File: src/rtl/frc_pkg.sv
package frc_pkg;

  // ----------------------------------------------------------------
  // register map (byte addresses)
  // ----------------------------------------------------------------
  localparam logic [7:0] ADDR_CTRL   = 8'h00;
  localparam logic [7:0] ADDR_RATE   = 8'h04;
  localparam logic [7:0] ADDR_CHUNK  = 8'h08;
  localparam logic [7:0] ADDR_FRAME  = 8'h0c;
  localparam logic [7:0] ADDR_EXPO   = 8'h10;
  localparam logic [7:0] ADDR_UPPER  = 8'h14;
  localparam logic [7:0] ADDR_LOWER  = 8'h18;
  localparam logic [7:0] ADDR_STATUS = 8'h1c;

  // ----------------------------------------------------------------
  // control and status fields
  // ----------------------------------------------------------------
  localparam int CTRL_RUN      = 0;
  localparam int CTRL_TRIG_EN  = 1;
  localparam int CTRL_PRESERVE = 2;
  localparam int CTRL_BULK     = 3;
  localparam int STAT_RUN      = 0;
  localparam int STAT_BUSY     = 1;
  localparam int STAT_EXPO     = 2;
  localparam int STAT_CNT_LSB  = 16;

  // ----------------------------------------------------------------
  // reset values and rate bounds
  // ----------------------------------------------------------------
  localparam logic        PRESERVE_RST = 1'b1;
  localparam logic [15:0] RATE_RST     = 16'h0001;
  localparam logic [15:0] UPPER_RST    = 16'h0001;
  localparam logic [15:0] CHUNK_RST    = 16'h0000;
  localparam logic [31:0] FRAME_RST    = 32'h0000_0000;
  localparam logic [31:0] EXPO_RST     = 32'h0000_0000;
  localparam logic [15:0] RATE_LOWER   = 16'h0001;
  localparam logic [15:0] RATE_CEIL    = 16'hffff;

  // ----------------------------------------------------------------
  // timing
  // ----------------------------------------------------------------
  localparam int          CLK_PERIOD_NS  = 10;
  localparam logic [31:0] CLK_HZ         = 32'(1_000_000_000 / CLK_PERIOD_NS);
  localparam int          MICROFRAME_US  = 125;
  localparam logic [31:0] MICROFRAMES_PS = 32'(1_000_000 / MICROFRAME_US);
  localparam logic [4:0]  DIV_LAST       = 5'h1f;

  typedef enum logic [1:0] {
    FRC_IDLE  = 2'b00,
    FRC_DIV   = 2'b01,
    FRC_APPLY = 2'b10
  } frc_state_type;

endpackage

File: src/rtl/frc_frame_rate_controller.sv
`timescale 1ns/100ps
module frc_frame_rate_controller
  import frc_pkg::*;
(
  input  wire logic        sys_clk_i,
  input  wire logic        reset_n_i,
  input  wire logic        psel_i,
  input  wire logic        penable_i,
  input  wire logic        pwrite_i,
  input  wire logic [7:0]  paddr_i,
  input  wire logic [31:0] pwdata_i,
  output logic      [31:0] prdata_o,
  output logic             pready_o,
  output logic             pslverr_o,
  input  wire logic        frame_trigger_i,
  output logic             frame_start_o,
  output logic             exposing_o
);

  // ----------------------------------------------------------------
  // state
  // ----------------------------------------------------------------
  logic          run;
  logic          trig_en;
  logic          rate_preservation_flag;
  logic          bulk_mode;
  logic [15:0]   acquisition_rate;
  logic [15:0]   acquisition_rate_upper_limit;
  logic [15:0]   transfer_chunk_size;
  logic [31:0]   frame_bytes;
  logic [31:0]   exposure;
  logic [15:0]   active_rate;
  logic [31:0]   phase_acc;
  logic [31:0]   expo_cnt;
  logic [15:0]   frame_count;
  logic          recompute_pend;
  frc_state_type state;
  logic [31:0]   div_num;
  logic [31:0]   div_den;
  logic [32:0]   div_rem;
  logic [31:0]   div_quot;
  logic [4:0]    div_cnt;

  // ----------------------------------------------------------------
  // apb decode
  // ----------------------------------------------------------------
  logic access;
  logic mapped;
  logic locked;
  logic wr_ok;
  logic rate_wr;
  logic size_wr;
  logic [15:0] wr_rate;

  assign access   = psel_i & penable_i;
  assign mapped   = (paddr_i[1:0] == 2'b00) && (paddr_i <= ADDR_STATUS);
  // video mode sizes may change only while stopped; rate is exempt
  assign locked   = run && ((paddr_i == ADDR_CHUNK) || (paddr_i == ADDR_FRAME));
  assign wr_ok    = access & pwrite_i & mapped & ~locked;
  assign rate_wr  = wr_ok && (paddr_i == ADDR_RATE);
  assign size_wr  = wr_ok && ((paddr_i == ADDR_CHUNK) || (paddr_i == ADDR_FRAME));
  assign pready_o = 1'b1;
  assign pslverr_o = access & (~mapped | (pwrite_i & locked));

  // out-of-range writes are clamped into the allowed window
  assign wr_rate = (pwdata_i[15:0] < RATE_LOWER) ? RATE_LOWER :
                   (pwdata_i[15:0] > acquisition_rate_upper_limit) ?
                   acquisition_rate_upper_limit : pwdata_i[15:0];

  always_ff @(posedge sys_clk_i or negedge reset_n_i)
  begin
    if (!reset_n_i)
    begin
      run                    <= 1'b0;
      trig_en                <= 1'b0;
      rate_preservation_flag <= PRESERVE_RST;
      bulk_mode              <= 1'b0;
    end
    else if (wr_ok && (paddr_i == ADDR_CTRL))
    begin
      run                    <= pwdata_i[CTRL_RUN];
      trig_en                <= pwdata_i[CTRL_TRIG_EN];
      rate_preservation_flag <= pwdata_i[CTRL_PRESERVE];
      bulk_mode              <= pwdata_i[CTRL_BULK];
    end
  end

  always_ff @(posedge sys_clk_i or negedge reset_n_i)
  begin
    if (!reset_n_i)
    begin
      transfer_chunk_size <= CHUNK_RST;
      frame_bytes         <= FRAME_RST;
      exposure            <= EXPO_RST;
    end
    else if (wr_ok)
    begin
      if (paddr_i == ADDR_CHUNK)
        transfer_chunk_size <= pwdata_i[15:0];
      if (paddr_i == ADDR_FRAME)
        frame_bytes <= pwdata_i;
      if (paddr_i == ADDR_EXPO)
        exposure <= pwdata_i;
    end
  end

  // read data is captured in the setup phase so it is stable at access
  always_ff @(posedge sys_clk_i or negedge reset_n_i)
  begin
    if (!reset_n_i)
      prdata_o <= 32'h0000_0000;
    else if (psel_i && !penable_i && !pwrite_i)
    begin
      case (paddr_i)
        ADDR_CTRL:   prdata_o <= {28'h0000000, bulk_mode, rate_preservation_flag,
                                  trig_en, run};
        ADDR_RATE:   prdata_o <= {16'h0000, acquisition_rate};
        ADDR_CHUNK:  prdata_o <= {16'h0000, transfer_chunk_size};
        ADDR_FRAME:  prdata_o <= frame_bytes;
        ADDR_EXPO:   prdata_o <= exposure;
        ADDR_UPPER:  prdata_o <= {16'h0000, acquisition_rate_upper_limit};
        ADDR_LOWER:  prdata_o <= {16'h0000, RATE_LOWER};
        ADDR_STATUS: prdata_o <= {frame_count, 13'h0000, exposing_o,
                                  (state != FRC_IDLE) | recompute_pend, run};
        default:     prdata_o <= 32'h0000_0000;
      endcase
    end
  end

  // ----------------------------------------------------------------
  // upper limit recompute: chunk * 8000 / frame bytes
  // ----------------------------------------------------------------
  logic [32:0] rem_shift;
  logic        quot_bit;
  logic [32:0] next_rem;
  logic [15:0] next_upper;

  assign rem_shift = {div_rem[31:0], div_num[31]};
  assign quot_bit  = (rem_shift >= {1'b0, div_den});
  assign next_rem  = quot_bit ? (rem_shift - {1'b0, div_den}) : rem_shift;
  assign next_upper = ((div_den == 32'h0000_0000) || (div_quot[31:16] != 16'h0000)) ?
                      RATE_CEIL :
                      (div_quot[15:0] < RATE_LOWER) ? RATE_LOWER : div_quot[15:0];

  // a size write landing during a running divide is never lost
  always_ff @(posedge sys_clk_i or negedge reset_n_i)
  begin
    if (!reset_n_i)
      recompute_pend <= 1'b0;
    else
      recompute_pend <= (recompute_pend & (state != FRC_IDLE)) | size_wr;
  end

  always_ff @(posedge sys_clk_i or negedge reset_n_i)
  begin
    if (!reset_n_i)
    begin
      state    <= FRC_IDLE;
      div_num  <= 32'h0000_0000;
      div_den  <= 32'h0000_0000;
      div_rem  <= 33'h0_0000_0000;
      div_quot <= 32'h0000_0000;
      div_cnt  <= 5'h00;
    end
    else
    begin
      case (state)
        FRC_IDLE:
          if (recompute_pend)
          begin
            // bulk and isochronous share the same per-micro-frame average
            div_num  <= 32'(transfer_chunk_size) * MICROFRAMES_PS;
            div_den  <= frame_bytes;
            div_rem  <= 33'h0_0000_0000;
            div_quot <= 32'h0000_0000;
            div_cnt  <= 5'h00;
            state    <= FRC_DIV;
          end
        FRC_DIV:
        begin
          div_rem  <= next_rem;
          div_num  <= {div_num[30:0], 1'b0};
          div_quot <= {div_quot[30:0], quot_bit};
          div_cnt  <= div_cnt + 5'h01;
          if (div_cnt == DIV_LAST)
            state <= FRC_APPLY;
        end
        FRC_APPLY:
          state <= FRC_IDLE;
        default:
          state <= FRC_IDLE;
      endcase
    end
  end

  always_ff @(posedge sys_clk_i or negedge reset_n_i)
  begin
    if (!reset_n_i)
      acquisition_rate_upper_limit <= UPPER_RST;
    else if (state == FRC_APPLY)
      acquisition_rate_upper_limit <= next_upper;
  end

  // hardware update wins over a software write in the same cycle
  always_ff @(posedge sys_clk_i or negedge reset_n_i)
  begin
    if (!reset_n_i)
      acquisition_rate <= RATE_RST;
    else if (state == FRC_APPLY)
    begin
      if (!rate_preservation_flag || (acquisition_rate > next_upper))
        acquisition_rate <= next_upper;
    end
    else if (rate_wr)
      acquisition_rate <= wr_rate;
  end

  // ----------------------------------------------------------------
  // frame timing
  // ----------------------------------------------------------------
  logic period_due;
  logic free_fire;
  logic trig_fire;
  logic frame_fire;

  assign exposing_o = (expo_cnt != 32'h0000_0000);
  assign period_due = (phase_acc >= CLK_HZ);
  assign free_fire  = run & ~trig_en & period_due & ~exposing_o;
  assign trig_fire  = run & trig_en & frame_trigger_i;
  assign frame_fire = free_fire | trig_fire;

  // accumulator adds the rate each cycle in free run (cleared when stopped or triggered) except while a due frame waits out exposure, one frame per CLK_HZ
  always_ff @(posedge sys_clk_i or negedge reset_n_i)
  begin
    if (!reset_n_i)
      phase_acc <= 32'h0000_0000;
    else if (!run || trig_en)
      phase_acc <= 32'h0000_0000;
    else if (free_fire)
      phase_acc <= phase_acc - CLK_HZ + 32'(active_rate);
    else if (!period_due)
      phase_acc <= phase_acc + 32'(active_rate);
  end

  always_ff @(posedge sys_clk_i or negedge reset_n_i)
  begin
    if (!reset_n_i)
      active_rate <= RATE_RST;
    else if (!run || frame_fire)
      active_rate <= acquisition_rate;
  end

  always_ff @(posedge sys_clk_i or negedge reset_n_i)
  begin
    if (!reset_n_i)
      expo_cnt <= 32'h0000_0000;
    else if (frame_fire)
      expo_cnt <= exposure;
    else if (exposing_o)
      expo_cnt <= expo_cnt - 32'h0000_0001;
  end

  always_ff @(posedge sys_clk_i or negedge reset_n_i)
  begin
    if (!reset_n_i)
    begin
      frame_start_o <= 1'b0;
      frame_count   <= 16'h0000;
    end
    else
    begin
      frame_start_o <= frame_fire;
      if (frame_fire)
        frame_count <= frame_count + 16'h0001;
    end
  end

  // ----------------------------------------------------------------
  // assertions
  // ----------------------------------------------------------------
  property p_trig_pace;
    @(posedge sys_clk_i) disable iff (!reset_n_i)
    (run && trig_en) |=> (frame_start_o == $past(frame_trigger_i));
  endproperty
  a_trig_pace: assert property (p_trig_pace) else $error("trigger pacing broken");
  property p_lower_read;
    @(posedge sys_clk_i) disable iff (!reset_n_i)
    (psel_i && !penable_i && !pwrite_i && paddr_i == ADDR_LOWER)
      |=> (prdata_o == 32'h0000_0001);
  endproperty
  a_lower_read: assert property (p_lower_read) else $error("lower limit not one");
  property p_size_recompute;
    @(posedge sys_clk_i) disable iff (!reset_n_i)
    (size_wr && state == FRC_IDLE && !recompute_pend) |=> ##1 (state == FRC_DIV) ##32
      (state == FRC_APPLY);
  endproperty
  a_size_recompute: assert property (p_size_recompute) else $error("no recompute");
  property p_rate_live;
    @(posedge sys_clk_i) disable iff (!reset_n_i)
    (run && rate_wr && state != FRC_APPLY) |=> (acquisition_rate == $past(wr_rate));
  endproperty
  a_rate_live: assert property (p_rate_live) else $error("rate write lost");
  property p_expo_hold;
    @(posedge sys_clk_i) disable iff (!reset_n_i)
    (frame_fire && exposure > 32'h0000_0002) |=> !free_fire [*2];
  endproperty
  a_expo_hold: assert property (p_expo_hold) else $error("period not stretched");
  property p_preserve;
    @(posedge sys_clk_i) disable iff (!reset_n_i)
    (state == FRC_APPLY && rate_preservation_flag && acquisition_rate <= next_upper)
      |=> $stable(acquisition_rate);
  endproperty
  a_preserve: assert property (p_preserve) else $error("rate not kept");
  property p_maximise;
    @(posedge sys_clk_i) disable iff (!reset_n_i)
    (state == FRC_APPLY && !rate_preservation_flag)
      |=> (acquisition_rate == acquisition_rate_upper_limit);
  endproperty
  a_maximise: assert property (p_maximise) else $error("rate not maximised");
  property p_boundary;
    @(posedge sys_clk_i) disable iff (!reset_n_i)
    (run && !frame_fire) |=> (active_rate == $past(active_rate));
  endproperty
  a_boundary: assert property (p_boundary) else $error("rate changed mid-frame");
endmodule

File: config.mk
export PLATFORM = sky130hd
export DESIGN_NAME = frc_frame_rate_controller
export DESIGN_NICKNAME = d
export VERILOG_FILES = /design/src/rtl/frc_pkg.sv /design/src/rtl/frc_frame_rate_controller.sv
export SDC_FILE = /design/constraint.sdc
export NUM_CORES = 1
export LEC_CHECK = 0
export BUFFER_PORTS_ARGS = -buffer_cell sky130_fd_sc_hd__clkbuf_2
export CAP_MARGIN = 5
export CELL_PAD_IN_SITES_DETAIL_PLACEMENT = 1
export CELL_PAD_IN_SITES_GLOBAL_PLACEMENT = 1
export CORE_UTILIZATION = 54
export DETAILED_ROUTE_END_ITERATION = 6
export GPL_TIMING_DRIVEN = 0
export MAX_ROUTING_LAYER = met4
export PLACE_DENSITY = 0.94
export SLEW_MARGIN = 10
export SYNTH_ARGS = -nofsm -noshare
export SYNTH_HDL_FRONTEND = slang
export SYNTH_SLANG_ARGS = --single-unit
export TNS_END_PERCENT = 5
File: constraint.sdc
create_clock -name sys_clk_i -period 11.05 [get_ports sys_clk_i]
set_input_delay 0.5525 -clock sys_clk_i [delete_from_list [all_inputs] [get_ports sys_clk_i]]
set_output_delay 0.5525 -clock sys_clk_i [all_outputs]
set_load 0.05 [all_outputs]
* Yosys cells after proc, flatten, opt, wreduce, memory -nomap -nowiden
Cells that the tools add are included.
** Word-level totals
- Register bits :: 381
- Bits in latches :: 0
- Bits in writable memories :: 0
- Memory bits (read-only) :: 0
- Input bits :: 46
- Output and inout bits :: 36
- Word-level logic and storage cells :: 129
- Memories kept :: 0
** Operators by class
- Add/sub/neg operators :: 7
- $mul :: 1
- Div/mod/pow operators :: 0
- Order comparisons :: 7
- Eq/ne operators :: 14
- Shift operators :: 0
- Multiplexer cells :: 25
- Bitwise logic cells :: 20
- Reduce and logical (&&, ||, !) cells :: 33
** Operators with widths (number)
- 32-bit two-way mux :: 9
- 32-bit case mux with 8 select lines :: 1
- 32-bit case mux with 2 select lines :: 3
- 16-bit two-way mux :: 7
- 32-bit by 16-bit adder with 32-bit output :: 2
- 33-bit by 32-bit greater-or-equal comparator with 1-bit output :: 1
- 8-bit by 5-bit equality test with 1-bit output, second input constant :: 4
- 32-bit by 27-bit greater-or-equal comparator with 1-bit output, second input constant :: 1
- 16-bit greater-than comparator :: 2
- 32-bit logical NOT :: 1
- 16-bit by 1-bit < comparator with 1-bit output, second input constant :: 2
- 32-bit nonzero test :: 1
- 32-bit by 1-bit subtractor with 32-bit output, second input constant :: 1
- 32-bit by 27-bit subtractor with 32-bit output, second input constant :: 1
- 32-bit subtractor :: 1
- 16-bit by 7-bit multiplier with 23-bit output, second input constant :: 1
- 16-bit by 1-bit adder with 16-bit output, second input constant :: 1
- 8-bit by 4-bit equality test with 1-bit output, second input constant :: 2
- 16-bit nonzero test :: 1
- 2-bit AND reduction :: 7
- 1-bit AND :: 12
- 5-bit case mux with 2 select lines :: 1
- 8-bit by 3-bit equality test with 1-bit output, second input constant :: 1
- 8-bit by 5-bit <= comparator with 1-bit output, second input constant :: 1
- 18 further kinds :: 43

* Logic depth before layout (Yosys ltp)
Gate-level depths: netlist of the first run.
- Depth after elaboration :: 8
- Mapped depth :: 17
- Mapped depth without buffers :: 17

* Least setup slack after synthesis of the first run
No wires, ideal clock.
- Kind :: register to register
- Start point :: register transfer_chunk_size[1]
- End point :: register div_num[22]
- Library setup time :: 0.083 ns
- Arrival time :: 4.507 ns
- Data required time :: 10.967 ns
- Slack :: 6.460 ns
- Stages on the path, launching flop included :: 16
- Path buffers :: 0
- Clock period less this slack :: 4.590 ns
- Cells stage by stage :: dfrtp_1 inv_1 fa_1 fa_1 fa_1 fa_1 inv_1 ha_1 o21ai_0 a211oi_1 a2111o_1 a31oi_1 nor2b_1 o21ai_0 mux2_2 o21ai_0
** Between the ends
- Word-level cells in the longest chain between the ends :: 3
** Ends and longest elaborated chain
- start: declaration :: line frc_frame_rate_controller.sv:29 : logic [15:0] transfer_chunk_size;
- start signal: assignment :: line frc_frame_rate_controller.sv:99 : transfer_chunk_size <= pwdata_i[15:0];
- 16-bit by 7-bit multiplier with 23-bit output :: line frc_frame_rate_controller.sv:172 : div_num <= 32'(transfer_chunk_size) * MICROFRAMES_PS;
- 32-bit two-way mux :: line frc_frame_rate_controller.sv:169 : if (recompute_pend)
- 32-bit case mux with 2 select lines :: line frc_frame_rate_controller.sv:167 : case (state)
- end signal: assignment :: line frc_frame_rate_controller.sv:172
- end signal: assignment :: line frc_frame_rate_controller.sv:182 : div_num <= {div_num[30:0], 1'b0};
- end: declaration :: line frc_frame_rate_controller.sv:38 : logic [31:0] div_num;
Every way passes these cells. The select of a mux whose other input is x is not followed.
A chain may end at the register's enable or synchronous reset.

* Worst setup path in the final report of the first run
- Start point :: register div_den[20]
- End point :: register acquisition_rate[5]
** Between the ends
- Word-level cells in the longest chain between the ends :: 7
- Elaborated cells on any way between the ends :: 9
- Those cells by class :: order compare (1); eq/ne (1); mux (3); reduce/logical (4)
** Ends and longest elaborated chain
- start: declaration :: line frc_frame_rate_controller.sv:39 : logic [31:0] div_den;
- start signal: assignment :: line frc_frame_rate_controller.sv:173 : div_den <= frame_bytes;
- 32-bit logical NOT * :: line frc_frame_rate_controller.sv:141 : assign next_upper = ((div_den == 32'h0000_0000) || (div_quot[31:16] != 16'h0000)) ?
- 1-bit logical OR * :: line frc_frame_rate_controller.sv:141
- 16-bit two-way mux * :: line frc_frame_rate_controller.sv:141
- 16-bit greater-than comparator :: line frc_frame_rate_controller.sv:211 : if (!rate_preservation_flag || (acquisition_rate > next_upper))
- 1-bit logical OR :: line frc_frame_rate_controller.sv:211
- 2-bit by 1-bit != test with 1-bit output (no source line)
- 2-bit AND reduction (no source line)
- end signal: assignment :: line frc_frame_rate_controller.sv:212 : acquisition_rate <= next_upper;
- end signal: assignment :: line frc_frame_rate_controller.sv:215 : acquisition_rate <= wr_rate;
- end: declaration :: line frc_frame_rate_controller.sv:27 : logic [15:0] acquisition_rate;
Every way passes the cells marked *; elsewhere a longest branch is shown, timed or not. The select of a mux whose other input is x is not followed.

==> results of run 1 <==
[per-layer routing]
layer | wire length (um) | global-route usage | vias to the layer above
met1 | 34520 | 0.5026 | 11633
met4 | 6572 | 0.2766 | 0
met5 | 0 | - | -
met3 | 10030 | 0.1164 | 538
li1 | - | - | 9426
met2 | 45210 | 0.6935 | 1621
[state kept, by name (all words and copies together) (netlist names), 2 cells and up]
| register | count |
|---|---|
| prdata_o | 32 |
| exposure | 32 |
| frame_bytes | 32 |
| active_rate | 16 |
| div_den | 32 |
| state | 2 |
| expo_cnt | 32 |
| div_quot | 32 |
| acquisition_rate | 16 |
| frame_count | 16 |
| div_cnt | 5 |
| phase_acc | 32 |
| acquisition_rate_upper_limit | 16 |
| div_num | 26 |
| transfer_chunk_size | 16 |
| div_rem | 32 |
[cells by family after synthesis]
family,share of synthesized area
flip-flops,0.3878
adder cells (fa/ha/maj),0.1450
AND/OR/NAND/NOR,0.1394
XOR/XNOR,0.03974
AO/OA/AOI/OAI,0.1840
multiplexers,0.05519
other,0.0001549
buffers and inverters,0.04873
[stage by stage]
stage	hold WS (ps)	total power [mW]	utilization	cells	cell area, um^2
final	25.64	4.131	0.6071	3323	26840
after global routing	54.35	4.237	0.6070	3322	26840
after CTS	27.94	4.078	0.6067	3317	26830
after detailed placement	469.2	2.601	0.5758	3240	25460
after global placement	457.3	2.522	0.5732	3236	25350
after floorplan	256.9	2.292	-	2565	24210
[final cells by class]
| class | instances | area (um^2) |
|---|---|---|
| inverters | 191 | 716.9 |
| well taps | 592 | 740.7 |
| clock buffers | 61 | 1244 |
| diodes | 6 | 15.01 |
| fillers | 4949 | 17380 |
| plain buffers | 115 | 462.9 |
| flip-flops and latches | 375 | 9389 |
| multi-input cells | 1884 | 13660 |
| clock inverters | 16 | 125.1 |
| repair buffers | 83 | 494.2 |
[how the worst max path moves through the flow]
stage                           startpoint                  end  slack (ps)  depth (start not counted)
detailed placement             div_den[20]  acquisition_rate[7]        5560                         17
CTS                            div_den[20]  acquisition_rate[8]        5450                         17
finish                         div_den[20]  acquisition_rate[5]        5010                         17
floorplan           transfer_chunk_size[1]          div_num[22]        6460                         15
global route                   div_den[20]  acquisition_rate[5]        4880                         17
global placement                 reset_n_i         div_quot[11]        1240                          1
[cells in the final DEF, fill, tap and decap left out, drive strengths merged, types with 70 or more instances in the layout]
| master | n |
|---|---|
| dfrtp | 371 |
| nand2 | 292 |
| o21ai | 256 |
| clkbuf | 237 |
| inv | 194 |
| ha | 175 |
| nor2 | 141 |
| a21oi | 116 |
| mux2 | 84 |
| xnor2 | 78 |
| nand3 | 70 |
[report_power, final]
part,internal [mW],switching (mW)
logic,0.354,0.629
clock network,0.793,0.669
registers,1.51,0.176
==> results.md, run 1 <==
* Postcts setup bufs at 0
* R2R depth at 17
* Row cnt at 77
* DIE HEIGHT at 213.8 um
* Post-Synthesis Cells at 2565
* Tmin final at 6035 ps
* Max Clock Freq at about 170 MHz
* Commonest cells post-synth: 371 x dfrtp_1, 290 x nand2_1, 254 x o21ai_0, 190 x inv_1, 175 x ha_1
* Kind of critical path: reg -> reg
* Starting Density at 0.5475
* Root buffer cell: clkbuf_16
* Setup TNS at 0 ps
* CP dominant cell by count: clkbuf_1
* Final worst slack at about 5000 ps
* Post-CTS Resized at 0
* Failing checks: design-rule violations
* Main synth FF type: dfrtp_1
* TritonRoute pass-1 iters at 7
* Crit. End Element: flip-flop
* First-pass GRT wire length at 146900 um
* Pleak at 12.39 nW
* Worst r2r dst: acquisition_rate[5]
* Final ANT Viol Nets at 0
* DR iter-0 viols at 2646
* Via count at 23218
* Area grow syn2layout at 10.87%
* RePlAce Congestion at 1.013
* Count leader, synth: dfrtp_1
* Worst R2R Start: div_den[20]
* Nets@finish at 2980
* Ports at 82
* CP delay by family, top: compound AO/OA/AOI/OAI gates
* Pwr/cell area at 153.9 nW/um^2
* Critical Path, Cell by Cell: nor4_1 -> nand4_1 -> o21bai_1 -> clkbuf_1 -> buf_1 -> nor2_1 -> ha_1 -> nor2b_1 -> o21a_1 -> o21a_1 -> o21bai_1 -> a21oi_1 -> o21ai_1 -> and2_1 -> clkbuf_1 -> clkbuf_1 -> o221ai_1
* Final Setup Violations at 0
* Hold Fails Final Rpt at 0
* Ranking of synthesized cells by area: dfrtp_1 38%, ha_1 9.0%, fa_1 5.5%, o21ai_0 5.3%, nand2_1 4.5%
* Port Buffer Count at between 70 and 80
* CTS Buffer Depth at 3
* Crit-path max cell delay at 790 ps
* Core area at 44220 um^2
* Register area share after synthesis at 0.3878
* Crit-path max FO at 10
* Slowest-stage cell, CP: o21bai_1
* CTS tree: built
* DRC at 22
* DR vias/cell at between 6 and 7
* RSZ-0062 raised after global routing: false
* Slew margin rel. at 0.1060
* Startpoint types: flip-flop
* Pins over their slew limit at 0
* Yosys top cell by area: dfrtp_1
* Total CTS buffers at between 40 and 50
* Count of different cell masters after synthesis at 83
* Initial antenna violation count at 5
* Share of layout cells above drive strength 1 at 0.1039
* Clock latency on the worst-skew pair at 610 ps
* Post-CTS Hold Buffers at 0
* Worst EP required at between 10000 and 15000 ps
* Synth top area share at 0.3834
* Status: complete, but fails checks
* Tot GR Track Use at 0.4413
* CP Buf/Inv Count at 4
* Avg Inst Size Synth at 9.440 um^2
* Clock-pin slew on the worst setup and hold paths at 70 ps
* HPWL after DPL at between 60000 and 70000 um
* CP Data Arrival Time at 6500 ps
* R2R setup slack at about 5000 ps
* Clock Sink Count at 375
* Ys async rst share at 1.000
* Post-synth EDFFs at 0
* Mapped cell area at about 24000 um^2
* GRT overflow at 0
* Warning count from the yosys run at 0
* Hold Crit Class: in -> async
* WL final at 96330 um
* Peak supply drop at 0.0001379 V
* Number of synthesized register bits at 375
* DIE AREA at 45690 um^2
* Clock skew at 27.28 ps
* Wire per inst at 28.99 um
* Max_cap viols at 0
* Worst slack at placement at 5559 ps
* H-tree levels at 2
* Largest net degree at the start of global routing at 105
* Die X-Extent at 213.8 um
* Vias in the first global route at around 25000
* Post-route clock period utilization at 0.5462
* Slew @ Worst Pin at 1329 ps
* Syn nets at 2852
Power figures use the tool's default switching activity.
==> run 2: changes to the inputs <==
Settings changed: CORE_UTILIZATION 54 to 50, PLACE_DENSITY 0.94 to 0.88.
Clock period 11.05 ns to 5.9 ns, I/O delays scaled along.
==> run 2 against run 1 <==
First-iteration DRC count decreased by 9.6%. The flow still finishes with violations (design-rule violations). Largest cell class unchanged. Power increased by 94%. Combinational power increased by 85%. Fmax increased by 11%. Via count decreased by 2.9%. Worst hold slack improved by 14 ps. Count of clock-buffer cells in the layout increased by 10. Clock power increased by 110%. Sequential share of layout area decreased by 0.52 points. Largest power group unchanged. Highest routed layer unchanged. Critical path depth unchanged.
==> results.md, run 2 (same netlist as run 1, synthesis figures left out) <==
* Status: complete, but fails checks
* Failing checks: design-rule violations
* GRT overflow at 0
* Vias in the first global route at 24371
* H-tree levels at 2
* Commonest non-fill, non-tap cell in the layout: dfrtp_1
* Ports at 82
* Slew margin rel. at 0.1869
* Kind of critical path: reg -> reg
* Clock skew at 38.90 ps
* DIE AREA at 49310 um^2
* Final ANT Viol Nets at 0
* Pins over their slew limit at 0
* Peak supply drop at 0.0002415 V
* DR vias/cell at approximately 6.7
* Via count at 22542
* CP Data Arrival Time at 5900 ps
* Post-route non-filler standard cell count at 3366
* Startpoint types: flip-flop
* Crit-path max FO at 10
* RSZ-0062 raised after global routing: false
* First-pass GRT wire length at 146600 um
* Fillers at 5417
* Starting Density at 0.5071
* CTS tree: built
* Row cnt at 80
* DR iter-0 viols at ~2400
* Die X-Extent at 222.1 um
* Initial antenna violation count at 1
* Max_cap viols at 0
* Area grow syn2layout at 12.55%
* Crit. End Element: flip-flop
* DRC at 2
* Commonest cells after routing, fill and taps aside: 371 x dfrtp_1, 290 x nand2_1, 254 x o21ai_0
* Largest net degree at the start of global routing at 102
* Clock-pin slew on the worst setup and hold paths at approximately 60 ps
* Hold Fails Final Rpt at 0
* Slew @ Worst Pin at 1216 ps
* Wire per inst at roughly 28 um
* Share of layout cells above drive strength 1 at 0.1047
* WL final at 93980 um
* WL met3 at 7863 um
* Tmin final at 5456 ps
* Hold Crit Class: in -> async
* Wire length on met2 at 43890 um
* RePlAce Congestion at 0.9688
* Port Buffer Count at 79
* Nets@finish at 3000
* Pleak at 12.54 nW
* Root buffer cell: clkbuf_16
* Placed cell count at 3264
* Total CTS buffers at between 40 and 50
* Clock latency on the worst-skew pair at ~630 ps
* TritonRoute pass-1 iters at 7
* Pwr/cell area at 293.4 nW/um^2
* DIE HEIGHT at 222.1 um
* Setup TNS at 0 ps
* Max Clock Freq at 183.3 MHz
* CTS Buffer Depth at 3
* Wl on met1 at ~37000 um
* Post-route clock period utilization at 0.9247
* Highest routed layer: met4
* Postcts setup bufs at 0
* Clock Sink Count at 375
* Tot GR Track Use at 0.3976
* Worst EP required at 6340 ps
* Final Setup Violations at 0
* HPWL after DPL at 64810 um
* Core area at roughly 48000 um^2
run 2: worst paths after layout:
check / from / end / slack [ps] / cells after the start
setup / recovery: div_den[8] / acquisition_rate[6] / 440 / 17
hold reg to reg: phase_acc[0] / phase_acc[0] / 500 / 2
setup reg to reg: div_den[8] / acquisition_rate[6] / 440 / 17
max in group asynchronous: reset_n_i / div_quot[11] / 4230 / 5
hold / removal: reset_n_i / prdata_o[28] / 40 / 2
min in group sys_clk_i: pwdata_i[10] / transfer_chunk_size[10] / 50 / 3
run 2: metrics by stage:
step | setup slack (ps) | util | hold slack [ps] | total power [mW] | area (um^2)
global placement | -3787 | 0.5315 | 457.2 | 4.732 | 25380
floorplan | 1310 | - | -0.5911 | 4.292 | 24210
CTS | 356.4 | 0.5705 | 28.23 | 7.835 | 27240
detailed placement | 599.5 | 0.5344 | 111.0 | 4.860 | 25520
global route | 177.2 | 0.5708 | 38.75 | 8.238 | 27250
finish | 444.4 | 0.5708 | 39.72 | 7.995 | 27250
run 2: repair_timing:
action,CTS,global route
endpoints found under the setup margin,0,10
resized for setup,0,2
hold buffers,17,0
endpoints found under the hold margin,127,0
run 2: cell type report:
| type | instances | area [um^2] | area share |
|---|---|---|---|
| multi-input cells | 1884 | 13660 | 0.5014 |
| flip-flops and latches | 375 | 9389 | 0.3445 |
| clock buffers | 71 | 1354 | 0.04968 |
| well taps | 615 | 769.5 | 0.02824 |
| inverters | 191 | 716.9 | 0.02631 |
| repair buffers | 101 | 691.9 | 0.02539 |
| plain buffers | 115 | 462.9 | 0.01699 |
| clock inverters | 13 | 200.2 | 0.007346 |
| diodes | 1 | 2.502 | 0.00009183 |
run 2: critical path, cell delays in order, from the launching register on:
cell and delay, ps:
dfrtp_1 390, nor4_1 640, nand4_1 200, o21bai_2 450, clkbuf_1 430, buf_1 440, nor2_1 90, ha_1 330
nor2b_1 160, o21a_1 200, o21a_1 190, o21bai_1 130, a21oi_1 90, o21ai_2 390, and2_1 210, clkbuf_1 270
clkbuf_1 460, o221ai_1 200
run 2: power by group:
part | switching, mW | internal, mW | total (mW)
Clock | 1.30 | 1.72 | 3.03
Sequential | 0.323 | 2.83 | 3.15
Combinational | 1.15 | 0.671 | 1.82
Total | 2.77 | 5.22 | 8.00
run 2: per-layer routing:
layer,vias up,global-route usage
met3,395,0.08203
met2,1232,0.6199
met5,-,-
met4,0,0.2041
met1,11454,0.4888
li1,9461,-
